==> src/apn_pkg.sv <==
// Shared constants and carrier types for the alternate protocol
// negotiation block. Assumes one 250 MHz clock and a synchronous reset.
// Overview of operation
// - Protocol code field sent as zero.
// - Host drives shared reference clock flag.
// - Caps in phase one, result in two.
// - Bypass capability advertised, decision sent later.
// - Unaware retimers mean bypass is unsupported.
// - Result is base or alternate, never both.
// - Two hardware phases across configuration substates.
// - Phase one: stream caps, partner answers.
// - Phase two: stream mode and enabled protocols.
// - Done before first L0; then report mode.
// - Features turn on only at 8GT/s L0.
// - Alternate mode below 8GT/s fails link.
// - Advertise 32GT/s while negotiating at 2.5GT/s; the code does so only when CB_COH is set.
// - Afterwards advertise the true maximum rate.
// - Compatible degradation keeps mode without renegotiation.
// - Incompatible degradation: detect, then base mode.
// - Mode selection and info bit positions.
// - Usage field 010b marks negotiation sets.
package apn_pkg;

  // Training set field values
  localparam logic [2:0]  USAGE_ALT       = 3'h2;
  localparam logic [2:0]  ALT_ID_COHERENT = 3'h0;
  // Arbitrary neutral value for the protocol owner code
  localparam logic [15:0] OWNER_CODE      = 16'h0a5a;

  // Bit positions inside the 24-bit mode field
  localparam int MS_BASE    = 0;
  localparam int MS_IO      = 1;
  localparam int MS_MEM     = 2;
  localparam int MS_CACHE   = 3;
  localparam int BIT_BYPASS = 10;
  localparam int BIT_RT1    = 12;
  localparam int BIT_RT2    = 14;
  // Bits the partner must echo in phase two
  localparam logic [23:0] ECHO_MASK = 24'h00040f;

  // Link rate codes
  localparam logic [2:0] RATE_2G5 = 3'h0;
  localparam logic [2:0] RATE_8G  = 3'h2;
  localparam logic [2:0] RATE_32G = 3'h4;

  // Identical sets needed before a received set counts
  localparam logic [3:0] TS_CONSEC = 4'h8;

  // Register byte offsets
  localparam logic [3:0] ADDR_CTRL = 4'h0;
  localparam logic [3:0] ADDR_RATE = 4'h4;
  localparam logic [3:0] ADDR_STAT = 4'h8;
  localparam logic [3:0] ADDR_PART = 4'hc;

  // Control register fields and reset values
  localparam int CB_BASE  = 0;
  localparam int CB_IO    = 1;
  localparam int CB_MEM   = 2;
  localparam int CB_CACHE = 3;
  localparam int CB_BYP   = 4;
  localparam int CB_CCLK  = 5;
  localparam int CB_RT1   = 6;
  localparam int CB_RT2   = 7;
  localparam int CB_COH   = 8;
  localparam int CB_CLRFB = 9;
  localparam logic [8:0] CTRL_RST = 9'h11f;
  localparam logic [2:0] RATE_RST = RATE_32G;

  // Training state reported by the base link trainer
  typedef enum logic [2:0] {
    LT_DETECT, LT_LN_WAIT, LT_LN_ACC, LT_CFG_CPL, LT_L0, LT_RECOV,
    LT_OTHER
  } apn_ltssm_t;

  // Negotiation progress
  typedef enum logic [2:0] {
    ST_IDLE, ST_PH1, ST_PH2, ST_DONE, ST_FAIL
  } apn_neg_t;

  // Negotiation fields of a modified training set
  typedef struct packed {
    logic        isTs2;
    logic [2:0]  usage;
    logic [1:0]  negStatus;
    logic [2:0]  altProtocolCode;
    logic        commonClk;
    logic [15:0] ownerCode;
    logic [23:0] modeInfo;
  } apn_ts_t;

  // Link status from the base trainer
  typedef struct packed {
    apn_ltssm_t  state;
    logic [2:0]  rate;
    logic        compat;
    logic        speedDone;
  } apn_link_t;

  // Chosen mode
  typedef struct packed {
    logic baseMode;
    logic coherent;
    logic io;
    logic mem;
    logic cache;
    logic bypass;
  } apn_mode_t;

  // Avalon-MM request from the master
  typedef struct packed {
    logic        read;
    logic        write;
    logic [3:0]  address;
    logic [31:0] writedata;
  } apn_avm_req_t;

endpackage

==> src/apn_ts_qual.sv <==
// Counts identical received training sets in a row.
// Assumes inputs come from logic on the same clock.
`timescale 1ns/1ns
module apn_ts_qual (
  input  wire logic clock,
  input  wire logic reset,
  input  wire logic valid,
  input  wire logic match,
  input  wire logic clear,
  output wire logic hit
);
  import apn_pkg::*;

  logic [3:0] cnt_q;  // Saturating run length

  // A mismatching set restarts the run, guarding against noise
  always_ff @(posedge clock) begin
    if (reset || clear) begin
      cnt_q <= 4'h0;
    end else if (valid) begin
      if (!match) begin
        cnt_q <= 4'h0;
      end else if (cnt_q != TS_CONSEC) begin
        cnt_q <= cnt_q + 4'h1;
      end
    end
  end

  assign hit = (cnt_q == TS_CONSEC);

endmodule

==> src/apn_mode_neg.sv <==
// Alternate protocol negotiation for the host end of a link.
// Assumes trainer status and received sets on this clock.
`timescale 1ns/1ns
module apn_mode_neg (
  input  wire logic                  clock,
  input  wire logic                  reset,
  input  wire apn_pkg::apn_avm_req_t avReq,
  output wire logic [31:0]           avReaddata,
  output wire logic                  avWaitrequest,
  input  wire apn_pkg::apn_link_t    link,
  input  wire logic                  rxValid,
  input  wire apn_pkg::apn_ts_t      rxTs,
  output wire apn_pkg::apn_ts_t      txTs,
  output wire logic                  txModified,
  output wire logic [2:0]            advRate,
  output wire apn_pkg::apn_mode_t    modeReport,
  output wire logic                  modeValid,
  output wire apn_pkg::apn_mode_t    featureOn,
  output wire logic                  linkFail,
  output wire logic                  detectReq
);
  import apn_pkg::*;

  // Build the mode field from single flags
  function automatic logic [23:0] mkInfo(input logic b, input logic i,
      input logic m, input logic c, input logic y);
    logic [23:0] v;
    v = 24'h0;
    v[MS_BASE] = b;
    v[MS_IO] = i;
    v[MS_MEM] = m;
    v[MS_CACHE] = c;
    v[BIT_BYPASS] = y;
    return v;
  endfunction

  logic        ack_q;          // Bus answer cycle
  logic [31:0] readdata_q;     // Read data
  logic [8:0]  ctrl_q;         // Capability and retimer control
  logic [2:0]  trueRate_q;     // True maximum rate
  logic        fallback_q;     // Forced base mode after degradation
  logic [23:0] partnerInfo_q;  // Partner phase one field
  logic [23:0] decInfo_q;      // Decision sent in phase two
  apn_neg_t    negSt_q;        // Negotiation state
  apn_neg_t    negSt_d;
  apn_mode_t   mode_q;         // Latched mode
  apn_mode_t   featOn_q;       // Live features
  apn_ts_t     txTs_q;         // Outgoing set
  logic        txMod_q;        // Modified sets active
  logic [2:0]  advRate_q;      // Advertised rate
  logic        detectReq_q;    // Ask trainer to go to detect

  // Bus slave: one wait cycle, then answer
  wire busReq = avReq.read | avReq.write;
  wire wrEn   = avReq.write & ack_q;
  wire hitCtrl = (avReq.address == ADDR_CTRL);
  wire hitRate = (avReq.address == ADDR_RATE);
  wire hitStat = (avReq.address == ADDR_STAT);
  wire hitPart = (avReq.address == ADDR_PART);
  wire [31:0] statWord = {20'h0, negSt_q, linkFail, fallback_q,
                          detectReq_q, mode_q};
  // Unmapped addresses read zero
  wire [31:0] rdMux = hitCtrl ? {23'h0, ctrl_q} :
                      hitRate ? {29'h0, trueRate_q} :
                      hitStat ? statWord :
                      hitPart ? {8'h0, partnerInfo_q} : 32'h0;
  assign avWaitrequest = busReq & ~ack_q;
  assign avReaddata    = readdata_q;

  // Answer strobe and read capture
  always_ff @(posedge clock) begin
    if (reset) begin
      ack_q      <= 1'b0;
      readdata_q <= 32'h0;
    end else begin
      ack_q <= busReq & ~ack_q;
      if (avReq.read && !ack_q) begin
        readdata_q <= rdMux;
      end
    end
  end

  // Software control; presence set before training
  always_ff @(posedge clock) begin
    if (reset) begin
      ctrl_q     <= CTRL_RST;
      trueRate_q <= RATE_RST;
    end else if (wrEn && hitCtrl) begin
      ctrl_q <= avReq.writedata[8:0];
    end else if (wrEn && hitRate) begin
      trueRate_q <= avReq.writedata[2:0];
    end
  end

  // Decision terms
  wire coh   = ctrl_q[CB_COH] & ~fallback_q;
  wire agIo  = coh & ctrl_q[CB_IO] & partnerInfo_q[MS_IO];
  wire agMem = agIo & ctrl_q[CB_MEM] & partnerInfo_q[MS_MEM];
  wire agCa  = agIo & ctrl_q[CB_CACHE] & partnerInfo_q[MS_CACHE];
  // Present but unaware retimers veto bypass
  wire rtOk = (~ctrl_q[CB_RT1] | partnerInfo_q[BIT_RT1]) &
              (~ctrl_q[CB_RT2] | partnerInfo_q[BIT_RT2]);
  wire agByp = agIo & ctrl_q[CB_BYP] & ctrl_q[CB_CCLK] &
               partnerInfo_q[BIT_BYPASS] & rtOk;
  // Base only when alternate not agreed
  wire agBase = ~agIo & ctrl_q[CB_BASE] & partnerInfo_q[MS_BASE];
  wire [23:0] decInfo = mkInfo(agBase, agIo, agMem, agCa, agByp);
  wire [23:0] capInfo = mkInfo(ctrl_q[CB_BASE], coh & ctrl_q[CB_IO],
                               coh & ctrl_q[CB_MEM],
                               coh & ctrl_q[CB_CACHE],
                               coh & ctrl_q[CB_BYP]);

  // Received set qualification
  wire rxAlt = rxValid & (rxTs.usage == USAGE_ALT) &
               (rxTs.altProtocolCode == ALT_ID_COHERENT);
  wire ts1Match = rxAlt & ~rxTs.isTs2 &
                  (rxTs.modeInfo == partnerInfo_q);
  // Partner must echo our enables
  wire ts2Match = rxAlt & rxTs.isTs2 &
                  ((rxTs.modeInfo & ECHO_MASK) == (decInfo_q & ECHO_MASK));
  wire ts1Hit;
  wire ts2Hit;

  apn_ts_qual uQualTs1 (
    .clock (clock),
    .reset (reset),
    .valid (rxValid),
    .match (ts1Match),
    .clear (negSt_q != ST_PH1),
    .hit   (ts1Hit)
  );

  apn_ts_qual uQualTs2 (
    .clock (clock),
    .reset (reset),
    .valid (rxValid),
    .match (ts2Match),
    .clear (negSt_q != ST_PH2),
    .hit   (ts2Hit)
  );

  wire inLanenum = (link.state == LT_LN_WAIT) ||
                   (link.state == LT_LN_ACC);
  wire rateOk    = (link.rate >= RATE_8G);
  // Alternate mode that cannot reach 8GT/s
  wire speedBad  = mode_q.coherent & link.speedDone & ~rateOk;
  // Degradation the alternate mode cannot live with
  wire incompat  = (negSt_q == ST_DONE) & mode_q.coherent &
                   ~link.compat;

  // Negotiation sequence across configuration substates
  always_comb begin
    negSt_d = negSt_q;
    case (negSt_q)
      ST_IDLE: begin
        if (inLanenum) begin
          negSt_d = ST_PH1;
        end
      end
      ST_PH1: begin
        if (link.state == LT_CFG_CPL) begin
          negSt_d = ts1Hit ? ST_PH2 : ST_DONE;
        end else if (link.state == LT_L0) begin
          negSt_d = ST_DONE;
        end
      end
      ST_PH2: begin
        if (ts2Hit) begin
          negSt_d = ST_DONE;
        end else if (link.state == LT_L0) begin
          negSt_d = ST_FAIL;
        end
      end
      ST_DONE: begin
        // Recovery keeps the mode
        if (speedBad) begin
          negSt_d = ST_FAIL;
        end
      end
      default: begin
        negSt_d = negSt_q;
      end
    endcase
    if (link.state == LT_DETECT) begin
      negSt_d = ST_IDLE;
    end
  end

  // State register
  always_ff @(posedge clock) begin
    if (reset) begin
      negSt_q <= ST_IDLE;
    end else begin
      negSt_q <= negSt_d;
    end
  end

  // Partner caps frozen once qualified
  always_ff @(posedge clock) begin
    if (reset || negSt_q == ST_IDLE) begin
      partnerInfo_q <= 24'h0;
    end else if (negSt_q == ST_PH1 && rxAlt && !rxTs.isTs2 && !ts1Hit) begin
      partnerInfo_q <= rxTs.modeInfo;
    end
  end

  // Decision frozen on entry to phase two
  always_ff @(posedge clock) begin
    if (reset || negSt_q == ST_IDLE) begin
      decInfo_q <= 24'h0;
    end else if (negSt_q == ST_PH1 && negSt_d == ST_PH2) begin
      decInfo_q <= decInfo;
    end
  end

  // Mode latched on entry to done from phase two or phase one, held until detect
  always_ff @(posedge clock) begin
    if (reset || negSt_q == ST_IDLE) begin
      mode_q <= '0;
    end else if (negSt_q == ST_PH2 && negSt_d == ST_DONE) begin
      mode_q <= '{baseMode: decInfo_q[MS_BASE],
                  coherent: decInfo_q[MS_IO],
                  io:       decInfo_q[MS_IO],
                  mem:      decInfo_q[MS_MEM],
                  cache:    decInfo_q[MS_CACHE],
                  bypass:   decInfo_q[BIT_BYPASS]};
    end else if (negSt_q == ST_PH1 && negSt_d == ST_DONE) begin
      // Phase one ended at completion without a qualified partner set, or at L0: plain base mode
      mode_q <= '{baseMode: ctrl_q[CB_BASE], default: 1'b0};
    end
  end

  // Features go live only in L0 at 8GT/s or more
  always_ff @(posedge clock) begin
    if (reset || negSt_q != ST_DONE) begin
      featOn_q <= '0;
    end else if (mode_q.coherent && link.state == LT_L0 && rateOk) begin
      featOn_q <= mode_q;
    end
  end

  // Degradation fallback; set wins over software clear
  always_ff @(posedge clock) begin
    if (reset) begin
      fallback_q <= 1'b0;
    end else if (incompat) begin
      fallback_q <= 1'b1;
    end else if (wrEn && hitCtrl && avReq.writedata[CB_CLRFB]) begin
      fallback_q <= 1'b0;
    end
  end

  // Detect request held until trainer reaches detect
  always_ff @(posedge clock) begin
    if (reset || link.state == LT_DETECT) begin
      detectReq_q <= 1'b0;
    end else if (incompat) begin
      detectReq_q <= 1'b1;
    end
  end

  // Outgoing set; phase one caps, phase two result
  always_ff @(posedge clock) begin
    if (reset) begin
      txTs_q  <= '0;
      txMod_q <= 1'b0;
    end else begin
      txMod_q                <= (negSt_d == ST_PH1) || (negSt_d == ST_PH2);
      txTs_q.isTs2           <= (negSt_d == ST_PH2);
      txTs_q.usage           <= USAGE_ALT;
      txTs_q.negStatus       <= 2'h0;
      txTs_q.altProtocolCode <= ALT_ID_COHERENT;
      txTs_q.commonClk       <= ctrl_q[CB_CCLK];
      txTs_q.ownerCode       <= OWNER_CODE;
      // Phase two carries the frozen decision
      txTs_q.modeInfo <= (negSt_d == ST_PH2) ?
                         ((negSt_q == ST_PH1) ? decInfo : decInfo_q) :
                         capInfo;
    end
  end

  // Rate advertising; 32GT/s until negotiation ends when CB_COH is set
  always_ff @(posedge clock) begin
    if (reset) begin
      advRate_q <= RATE_32G;
    end else if (negSt_d == ST_PH1 || negSt_d == ST_PH2 ||
                 (negSt_d == ST_IDLE && ctrl_q[CB_COH])) begin
      advRate_q <= ctrl_q[CB_COH] ? RATE_32G : trueRate_q;
    end else begin
      advRate_q <= trueRate_q;
    end
  end

  assign txTs       = txTs_q;
  assign txModified = txMod_q;
  assign advRate    = advRate_q;
  assign modeReport = mode_q;
  assign modeValid  = (negSt_q == ST_DONE);
  assign featureOn  = featOn_q;
  assign linkFail   = (negSt_q == ST_FAIL);
  assign detectReq  = detectReq_q;

  // Checks
  property p_code;
    @(posedge clock) disable iff (reset)
    txModified |-> txTs.altProtocolCode == ALT_ID_COHERENT &&
                   txTs.usage == USAGE_ALT;
  endproperty
  a_code: assert property (p_code) else $error("bad code");

  property p_cclk;
    @(posedge clock) disable iff (reset)
    txModified && $stable(ctrl_q) |-> txTs.commonClk == ctrl_q[CB_CCLK];
  endproperty
  a_cclk: assert property (p_cclk) else $error("bad clk flag");

  property p_ts2;
    @(posedge clock) disable iff (reset)
    negSt_q == ST_PH2 && $past(negSt_q) == ST_PH2 |->
      txTs.isTs2 && txTs.modeInfo == decInfo_q;
  endproperty
  a_ts2: assert property (p_ts2) else $error("bad phase two");

  property p_excl;
    @(posedge clock) disable iff (reset)
    modeValid |-> !(modeReport.baseMode && modeReport.coherent);
  endproperty
  a_excl: assert property (p_excl) else $error("both modes");

  property p_byp;
    @(posedge clock) disable iff (reset)
    modeValid && modeReport.bypass |-> rtOk && ctrl_q[CB_CCLK];
  endproperty
  a_byp: assert property (p_byp) else $error("bypass veto lost");

  property p_feat;
    @(posedge clock) disable iff (reset)
    $rose(featureOn.coherent) |->
      $past(link.rate) >= RATE_8G && $past(link.state) == LT_L0;
  endproperty
  a_feat: assert property (p_feat) else $error("early feature");

  property p_speed;
    @(posedge clock) disable iff (reset)
    modeValid && speedBad && link.state != LT_DETECT |=> linkFail;
  endproperty
  a_speed: assert property (p_speed) else $error("no fail");

  property p_rate;
    @(posedge clock) disable iff (reset)
    negSt_q == ST_PH1 && ctrl_q[CB_COH] ##1 negSt_q == ST_PH1 |->
      advRate == RATE_32G;
  endproperty
  a_rate: assert property (p_rate) else $error("rate not 32G");

  property p_hold;
    @(posedge clock) disable iff (reset)
    modeValid && $past(modeValid) |-> $stable(modeReport);
  endproperty
  a_hold: assert property (p_hold) else $error("mode moved");

  property p_degr;
    @(posedge clock) disable iff (reset)
    incompat && link.state != LT_DETECT |=> detectReq && fallback_q;
  endproperty
  a_degr: assert property (p_degr) else $error("no fallback");

  c_coh: cover property (@(posedge clock) $rose(featureOn.coherent));
  c_base: cover property (@(posedge clock)
    modeValid && modeReport.baseMode);
  c_fail: cover property (@(posedge clock) $rose(linkFail));
  c_byp: cover property (@(posedge clock) modeValid && modeReport.bypass);

endmodule

==> config.mk <==
export PLATFORM = sky130hd
export DESIGN_NAME = apn_mode_neg
export DESIGN_NICKNAME = d
export VERILOG_FILES = /design/src/apn_pkg.sv /design/src/apn_ts_qual.sv /design/src/apn_mode_neg.sv
export SDC_FILE = /design/constraint.sdc
export NUM_CORES = 1
export LEC_CHECK = 0
export BUFFER_PORTS_ARGS = -buffer_cell sky130_fd_sc_hd__buf_4
export CAP_MARGIN = 20
export CORE_ASPECT_RATIO = 1.25
export CORE_MARGIN = 1.5
export CORE_UTILIZATION = 40
export CTS_CLUSTER_SIZE = 12
export DETAILED_ROUTE_END_ITERATION = 16
export PLACE_DENSITY = 0.76
export SYNTH_ARGS = -nofsm -noshare
export SYNTH_HDL_FRONTEND = slang
export SYNTH_SLANG_ARGS = --single-unit
export TNS_END_PERCENT = 20
==> constraint.sdc <==
create_clock -name clock -period 2.15 [get_ports clock]
set_clock_uncertainty 0.05 [all_clocks]
set_input_delay 0.43 -clock clock [delete_from_list [all_inputs] [get_ports clock]]
set_output_delay 0.43 -clock clock [all_outputs]
set_load 0.03 [all_outputs]
; Yosys cells after proc, flatten, opt, wreduce, memory -nomap -nowiden
; Cells that the tools add are included.
[totals]
elab_cells = 162
ff_bits = 134
input_bits = 99
output_inout_bits = 102
[classes]
mux = 26
eq_ne = 26
n_lt_le_gt_ge = 1
addsub = 2
bitwise = 41
reduce_logical = 34
[op_table]
columns = cell, count
row1 = 24-bit two-way mux, 4
row2 = 48-bit two-way mux, 1
row3 = 1-bit bitwise AND, 29
row4 = 3-bit two-way mux, 9
row5 = 24-bit equality test, 1
row6 = 11-bit two-way mux, 2
row7 = 3-bit by 2-bit equality test with 1-bit output (second input constant), 7
row8 = 4-bit equality test (second input constant), 4
row9 = 4-bit two-way mux, 4
row10 = 1-bit logical AND, 13
row11 = 3-bit zero test, 4
row12 = 6-bit two-way mux, 2
row13 = 3-bit one-hot mux with 4 select lines, 1
row14 = 3-bit by 1-bit equality test with 1-bit output (second input constant), 3
row15 = 1-bit NOT, 9
row16 = 4-bit by 1-bit adder with 4-bit output (second input constant), 2
row17 = 1-bit logical OR, 8
row18 = 4-bit != test (second input constant), 2
row19 = 3-bit equality test (second input constant), 2
row20 = 3-bit by 2-bit != test with 1-bit output (second input constant), 2
row21 = 2-bit AND reduction, 3
row22 = 5-bit equality test, 1
row23 = 4-bit by 3-bit equality test with 1-bit output (second input constant), 1
row24 = 4-bit zero test, 1
row25 = other kinds (7), 15

; Depth between registers and ports, before layout
[logic_depth]
depth_word = 11
depth_mapped = 7
depth_no_buf = 7

; Modules after synthesis
; From an unflattened synthesis, not the netlist that was laid out.
[hier_totals]
cells_unflattened = 581
hier_area_um2 = 5186.2
[modules_own_cells]
columns = module, cells_per_inst, seq_area_each_um2, area_each_um2, n_inst
row1 = apn_mode_neg, 523, 1861.8, 4728.3, 1
row2 = apn_ts_qual, 29, 80.1, 229.0, 2

; Worst setup path before layout
; No wires, ideal clock.
[synth_path]
kind = reg-to-reg
start = reg negSt_q[2]
end = reg readdata_q[8] (netlist: avReaddata[8])
period_less_slack_ns = 2.153
setup_ns = 0.065
required_time_ns = 2.035
t_arrival_ns = 2.038
slack_ns = -0.003
stages_incl_launch_ff = 7
path_buffers = 1
path_cell_list = dfxtp_1 -> clkbuf_1 -> nor3b_1 -> a22oi_1 -> o211ai_1 -> o21ai_0 -> nor2_1
[synth_between]
elab_chain_len = 4
[synth_lines]
columns = element, line_no
row1 = start: declaration, apn_mode_neg.sv:44  ; apn_neg_t negSt_q;
row2 = start signal: assignment, apn_mode_neg.sv:194  ; negSt_q <= negSt_d;
row3 = 3-bit equality test, apn_mode_neg.sv:300  ; assign linkFail = (negSt_q == ST_FAIL);
row4 = via linkFail, apn_mode_neg.sv:19  ; output wire logic linkFail,
row5 = 24-bit two-way mux, apn_mode_neg.sv:65  ; hitStat ? statWord :
row6 = 24-bit two-way mux, apn_mode_neg.sv:64  ; hitRate ? {29'h0, trueRate_q} :
row7 = 24-bit two-way mux, apn_mode_neg.sv:63  ; wire [31:0] rdMux = hitCtrl ? {23'h0, ctrl_q} :
row8 = end signal: assignment, apn_mode_neg.sv:78  ; readdata_q <= rdMux;
row9 = end: declaration, apn_mode_neg.sv:38  ; logic [31:0] readdata_q;
; The timed path passes the listed nets, and every way through them passes these cells.
; A chain may end at the register's enable or synchronous reset.

; Final worst setup path
[layout_path]
start = reg uQualTs1.cnt_q[0]
end = reg txTs_q (netlist bit txTs[3])
[layout_between]
elab_chain_len = 7
[layout_lines]
columns = element, line_no
row1 = start: declaration, apn_ts_qual.sv:14  ; logic [3:0] cnt_q;
row2 = start signal: assignment, apn_ts_qual.sv:24  ; cnt_q <= cnt_q + 4'h1;
row3 = 4-bit equality test, apn_ts_qual.sv:29  ; assign hit = (cnt_q == TS_CONSEC);
row4 = 1-bit two-way mux, apn_mode_neg.sv:162  ; negSt_d = ts1Hit ? ST_PH2 : ST_DONE;
row5 = 3-bit two-way mux, apn_mode_neg.sv:161  ; if (link.state == LT_CFG_CPL) begin
row6 = 3-bit one-hot mux with 4 select lines, apn_mode_neg.sv:154  ; case (negSt_q)
row7 = 3-bit two-way mux, apn_mode_neg.sv:184  ; if (link.state == LT_DETECT) begin
row8 = 3-bit by 2-bit equality test with 1-bit output, apn_mode_neg.sv:276  ; txTs_q.modeInfo <= (negSt_d == ST_PH2) ?
row9 = 11-bit two-way mux, apn_mode_neg.sv:276
row10 = end: declaration, apn_mode_neg.sv:48  ; apn_ts_t txTs_q;
; Every way passes these cells.

==> impl_metrics.toml <==
[worst_setup_path]
critical_path.cell_chain = "inv_1, ha_2, and3b_2, a31oi_4, a22o_1, buf_4, or4_1, o211ai_1"
critPathArrivalTime_ps = 2300
required_ps = 2370
critical_path_class = "reg -> reg"
critPathMaxStageDelay_ps = 480
regToRegSetupSlack_ps = 70
end_kind = "register"
worstPathMaxFanout = 5
cp-start-kind = "register"
cpMaxStageDelayCell = "or4_1"

[clock_network]
cts_buffer_depth = 2
clkSinkCount = 101
path_clk_slew_ps = 70
numCtsBuffers = 9
clock_latency_ps = 350
h-tree-depth = 3
cts_hold_buf = 0
cts_tree = "built"
root_buffer = "clkbuf_16"

[placed_design]
place_ws_ps = -103.6
globalplace.congestion = 0.8921
place_area_mm2 = 0.006211
dpl.hpwl_mm = 10.89
port_buffers = 114

[logic_synthesis]
synth_seq_cells = 101
synthArstFlopShare = 0
synth_edf_count = 0
synth_cell_types = 62
avgSynthCellArea_um2 = 9.115
ys_seq_area_frac = 0.4026
syn_area_mm2 = 0.005022
syn_inst = 551
yosysWarnings = 0
synthFlopType = "dfxtp_1"

[timing]
slew_headroom = 0.5915
finalHoldViolations = 0
fin_ws_ps = 70.71
min_period_ps = 2079
setup_viol = 0
fmax_ghz = 0.4809
max_slew.worst_pin.slew_ps = 612.1
drv_slew = 0
rsz0062_at_grt = "yes"
timing.final.crit_share = 0.9671

[route]
drcViolationCount = 0
drtPass1Iterations = 4
vias_per_cell = 5.064
drtIter0Drc = 212
vias = 4451
routed_wl_mm = 14.24
postRouteAntennaNets = 0
wl_per_cell_um = 16.20

[global_routing]
grt_util_met1 = 0.2583
grt_util_met3 = 0.02617
grt.overflow.total = 0
grt.busiest_layer = "met2"
grt_util_met2 = 0.3727
antenna_found_initial = 0
grt_pass1_vias = 4276
grt_pass1_wl_mm = 21.54
grt_max_degree = 50
globalRouteTotalUtil = 0.2139

[die]
die_h_um = 128.3
placementRows = 45
core_area_mm2 = 0.01222
initial_core_util = 0.4111
ios = 201
die_w_um = 103.2
die_area_mm2 = 0.01324

[cells_and_area]
drive_above_1_share = 0.3091
nets = 813
fillers = 1143
diodes = 0
final_cell_mix = "buf_4, dfxtp_1, nor2_1"
final_common_cell = "buf_4"
postLayoutCoreUtil = 0.5447
syn2layout_area_growth_pct = 32.51
stdcell_area_mm2 = 0.006655

[flow_run]
drv_cap = 0

[power]
p_clk_frac = 0.399
vdd_drop_max_mv = 0.3280
pwr-share-seq = 0.456
powerDensity_mw_per_mm2 = 629.1
switchingPower_mw = 1.147
intPower_mw = 3.040
leakage_nw = 2.692
p_sw_frac = 0.2739
pwr-share-comb = 0.145

[min_path]
worstHoldPathType = "in -> reg"

[status]
status = "finished, final reports clean"
==> sequential cells by signal (all words and copies together), names as in the netlist, 3 cells and up <==
register / count
trueRate_q: 3
featureOn: 5
ctrl_q: 9
partnerInfo_q: 24
txTs: 8
negSt_q: 3
avReaddata: 24
uQualTs1.cnt_q: 4
decInfo_q: 5
modeReport: 5
advRate: 3
uQualTs2.cnt_q: 4
==> kinds of logic after synthesis <==
| logic type | count (synthesis) | share of synthesized area |
|---|---|---|
| multiplexers | 49 | 0.09766 |
| buffers and inverters | 84 | 0.1051 |
| XOR/XNOR | 35 | 0.06104 |
| adder cells (fa/ha/maj) | 4 | 0.009966 |
| AND/OR/NAND/NOR | 191 | 0.1928 |
| AO/OA/AOI/OAI | 86 | 0.1300 |
| other | 1 | 0.0007467 |
| flip-flops | 101 | 0.4026 |
==> path summary, 6_finish.rpt <==
path                     startpoint            to  cells past startpoint
setup / recovery  uQualTs1.cnt_q[0]       txTs[3]                      8
hold / removal             avReq[3]     ctrl_q[3]                      3
setup reg to reg  uQualTs1.cnt_q[0]       txTs[3]                      8
hold reg to reg        featureOn[4]  featureOn[4]                      2
==> synth_stat cells, types with 4 or more instances <==
cell type / count / area share
a211oi_1: 8 / 0.012
a21o_1: 4 / 0.0060
a21oi_1: 14 / 0.014
a221oi_1: 5 / 0.0087
a22oi_1: 15 / 0.022
a31oi_1: 5 / 0.0062
buf_4: 56 / 0.084
clkbuf_1: 12 / 0.0090
dfxtp_1: 101 / 0.40
ha_1: 4 / 0.010
inv_1: 10 / 0.0075
mux2i_1: 49 / 0.098
nand2_1: 30 / 0.022
nand2b_1: 4 / 0.0050
nand3_1: 9 / 0.0090
nand4_1: 10 / 0.012
nor2_1: 75 / 0.056
nor3_1: 23 / 0.023
nor3b_1: 8 / 0.012
o21ai_0: 5 / 0.0050
o2bb2ai_1: 5 / 0.0087
or3_1: 5 / 0.0062
xnor2_1: 29 / 0.051
xor2_1: 6 / 0.010
==> worst max-delay path, delay by kind of cell (launching register included) <==
| family | cells | cell delay, ps |
|---|---|---|
| DFF | 1 | 320 |
| buffers and inverters | 2 | 250 |
| and+or+nand+nor | 2 | 700 |
| AOI/OAI and AO/OA | 3 | 500 |
| adders and majority gates | 1 | 180 |
==> through the flow <==
step	std cells	power (mW)	TNS, ps	hold WS [ps]
after detailed placement	857	2.539	-549.3	410.0
final	879	4.186	0	248.2
after floorplan	594	2.359	0	387.9
after CTS	874	4.196	-8.962	240.8
after global routing	879	4.327	-88.76	250.7
after global placement	857	2.532	-468.8	397.9
==> cell type report <==
| type | count | area [µm²] | area share |
|---|---|---|---|
| clock buffer | 9 | 225.2 | 0.03384 |
| sequential | 101 | 2032 | 0.3053 |
| multi-input combinational | 409 | 2715 | 0.4080 |
| timing repair buffer | 178 | 1356 | 0.2038 |
| clock inverter | 7 | 80.08 | 0.01203 |
| tap | 164 | 205.2 | 0.03083 |
| inverter | 11 | 41.29 | 0.006204 |
==> per-layer routing <==
metal,vias up,wire (µm)
met5,-,0
li1,2184,-
met2,141,7379
met1,2097,5866
met4,0,416
met3,29,580
==> what timing repair did <==
item                                    in CTS  in global routing
endpoints found under the setup margin       6                 18
buffers inserted                             1                  5
gates resized for setup                      4                 19
pin swaps                                    3                  9
==> power by group through the flow <==
stage / Sequential, mW / Combinational, mW / Clock [mW]
2_1_floorplan: 1.98 / 0.376 / 0
3_3_place_gp: 1.95 / 0.580 / 0
3_5_place_dp: 1.95 / 0.586 / 0
4_1_cts: 1.91 / 0.593 / 1.69
5_1_grt: 1.91 / 0.653 / 1.77
6_report: 1.91 / 0.608 / 1.67
(Power assumes the default switching activity.)
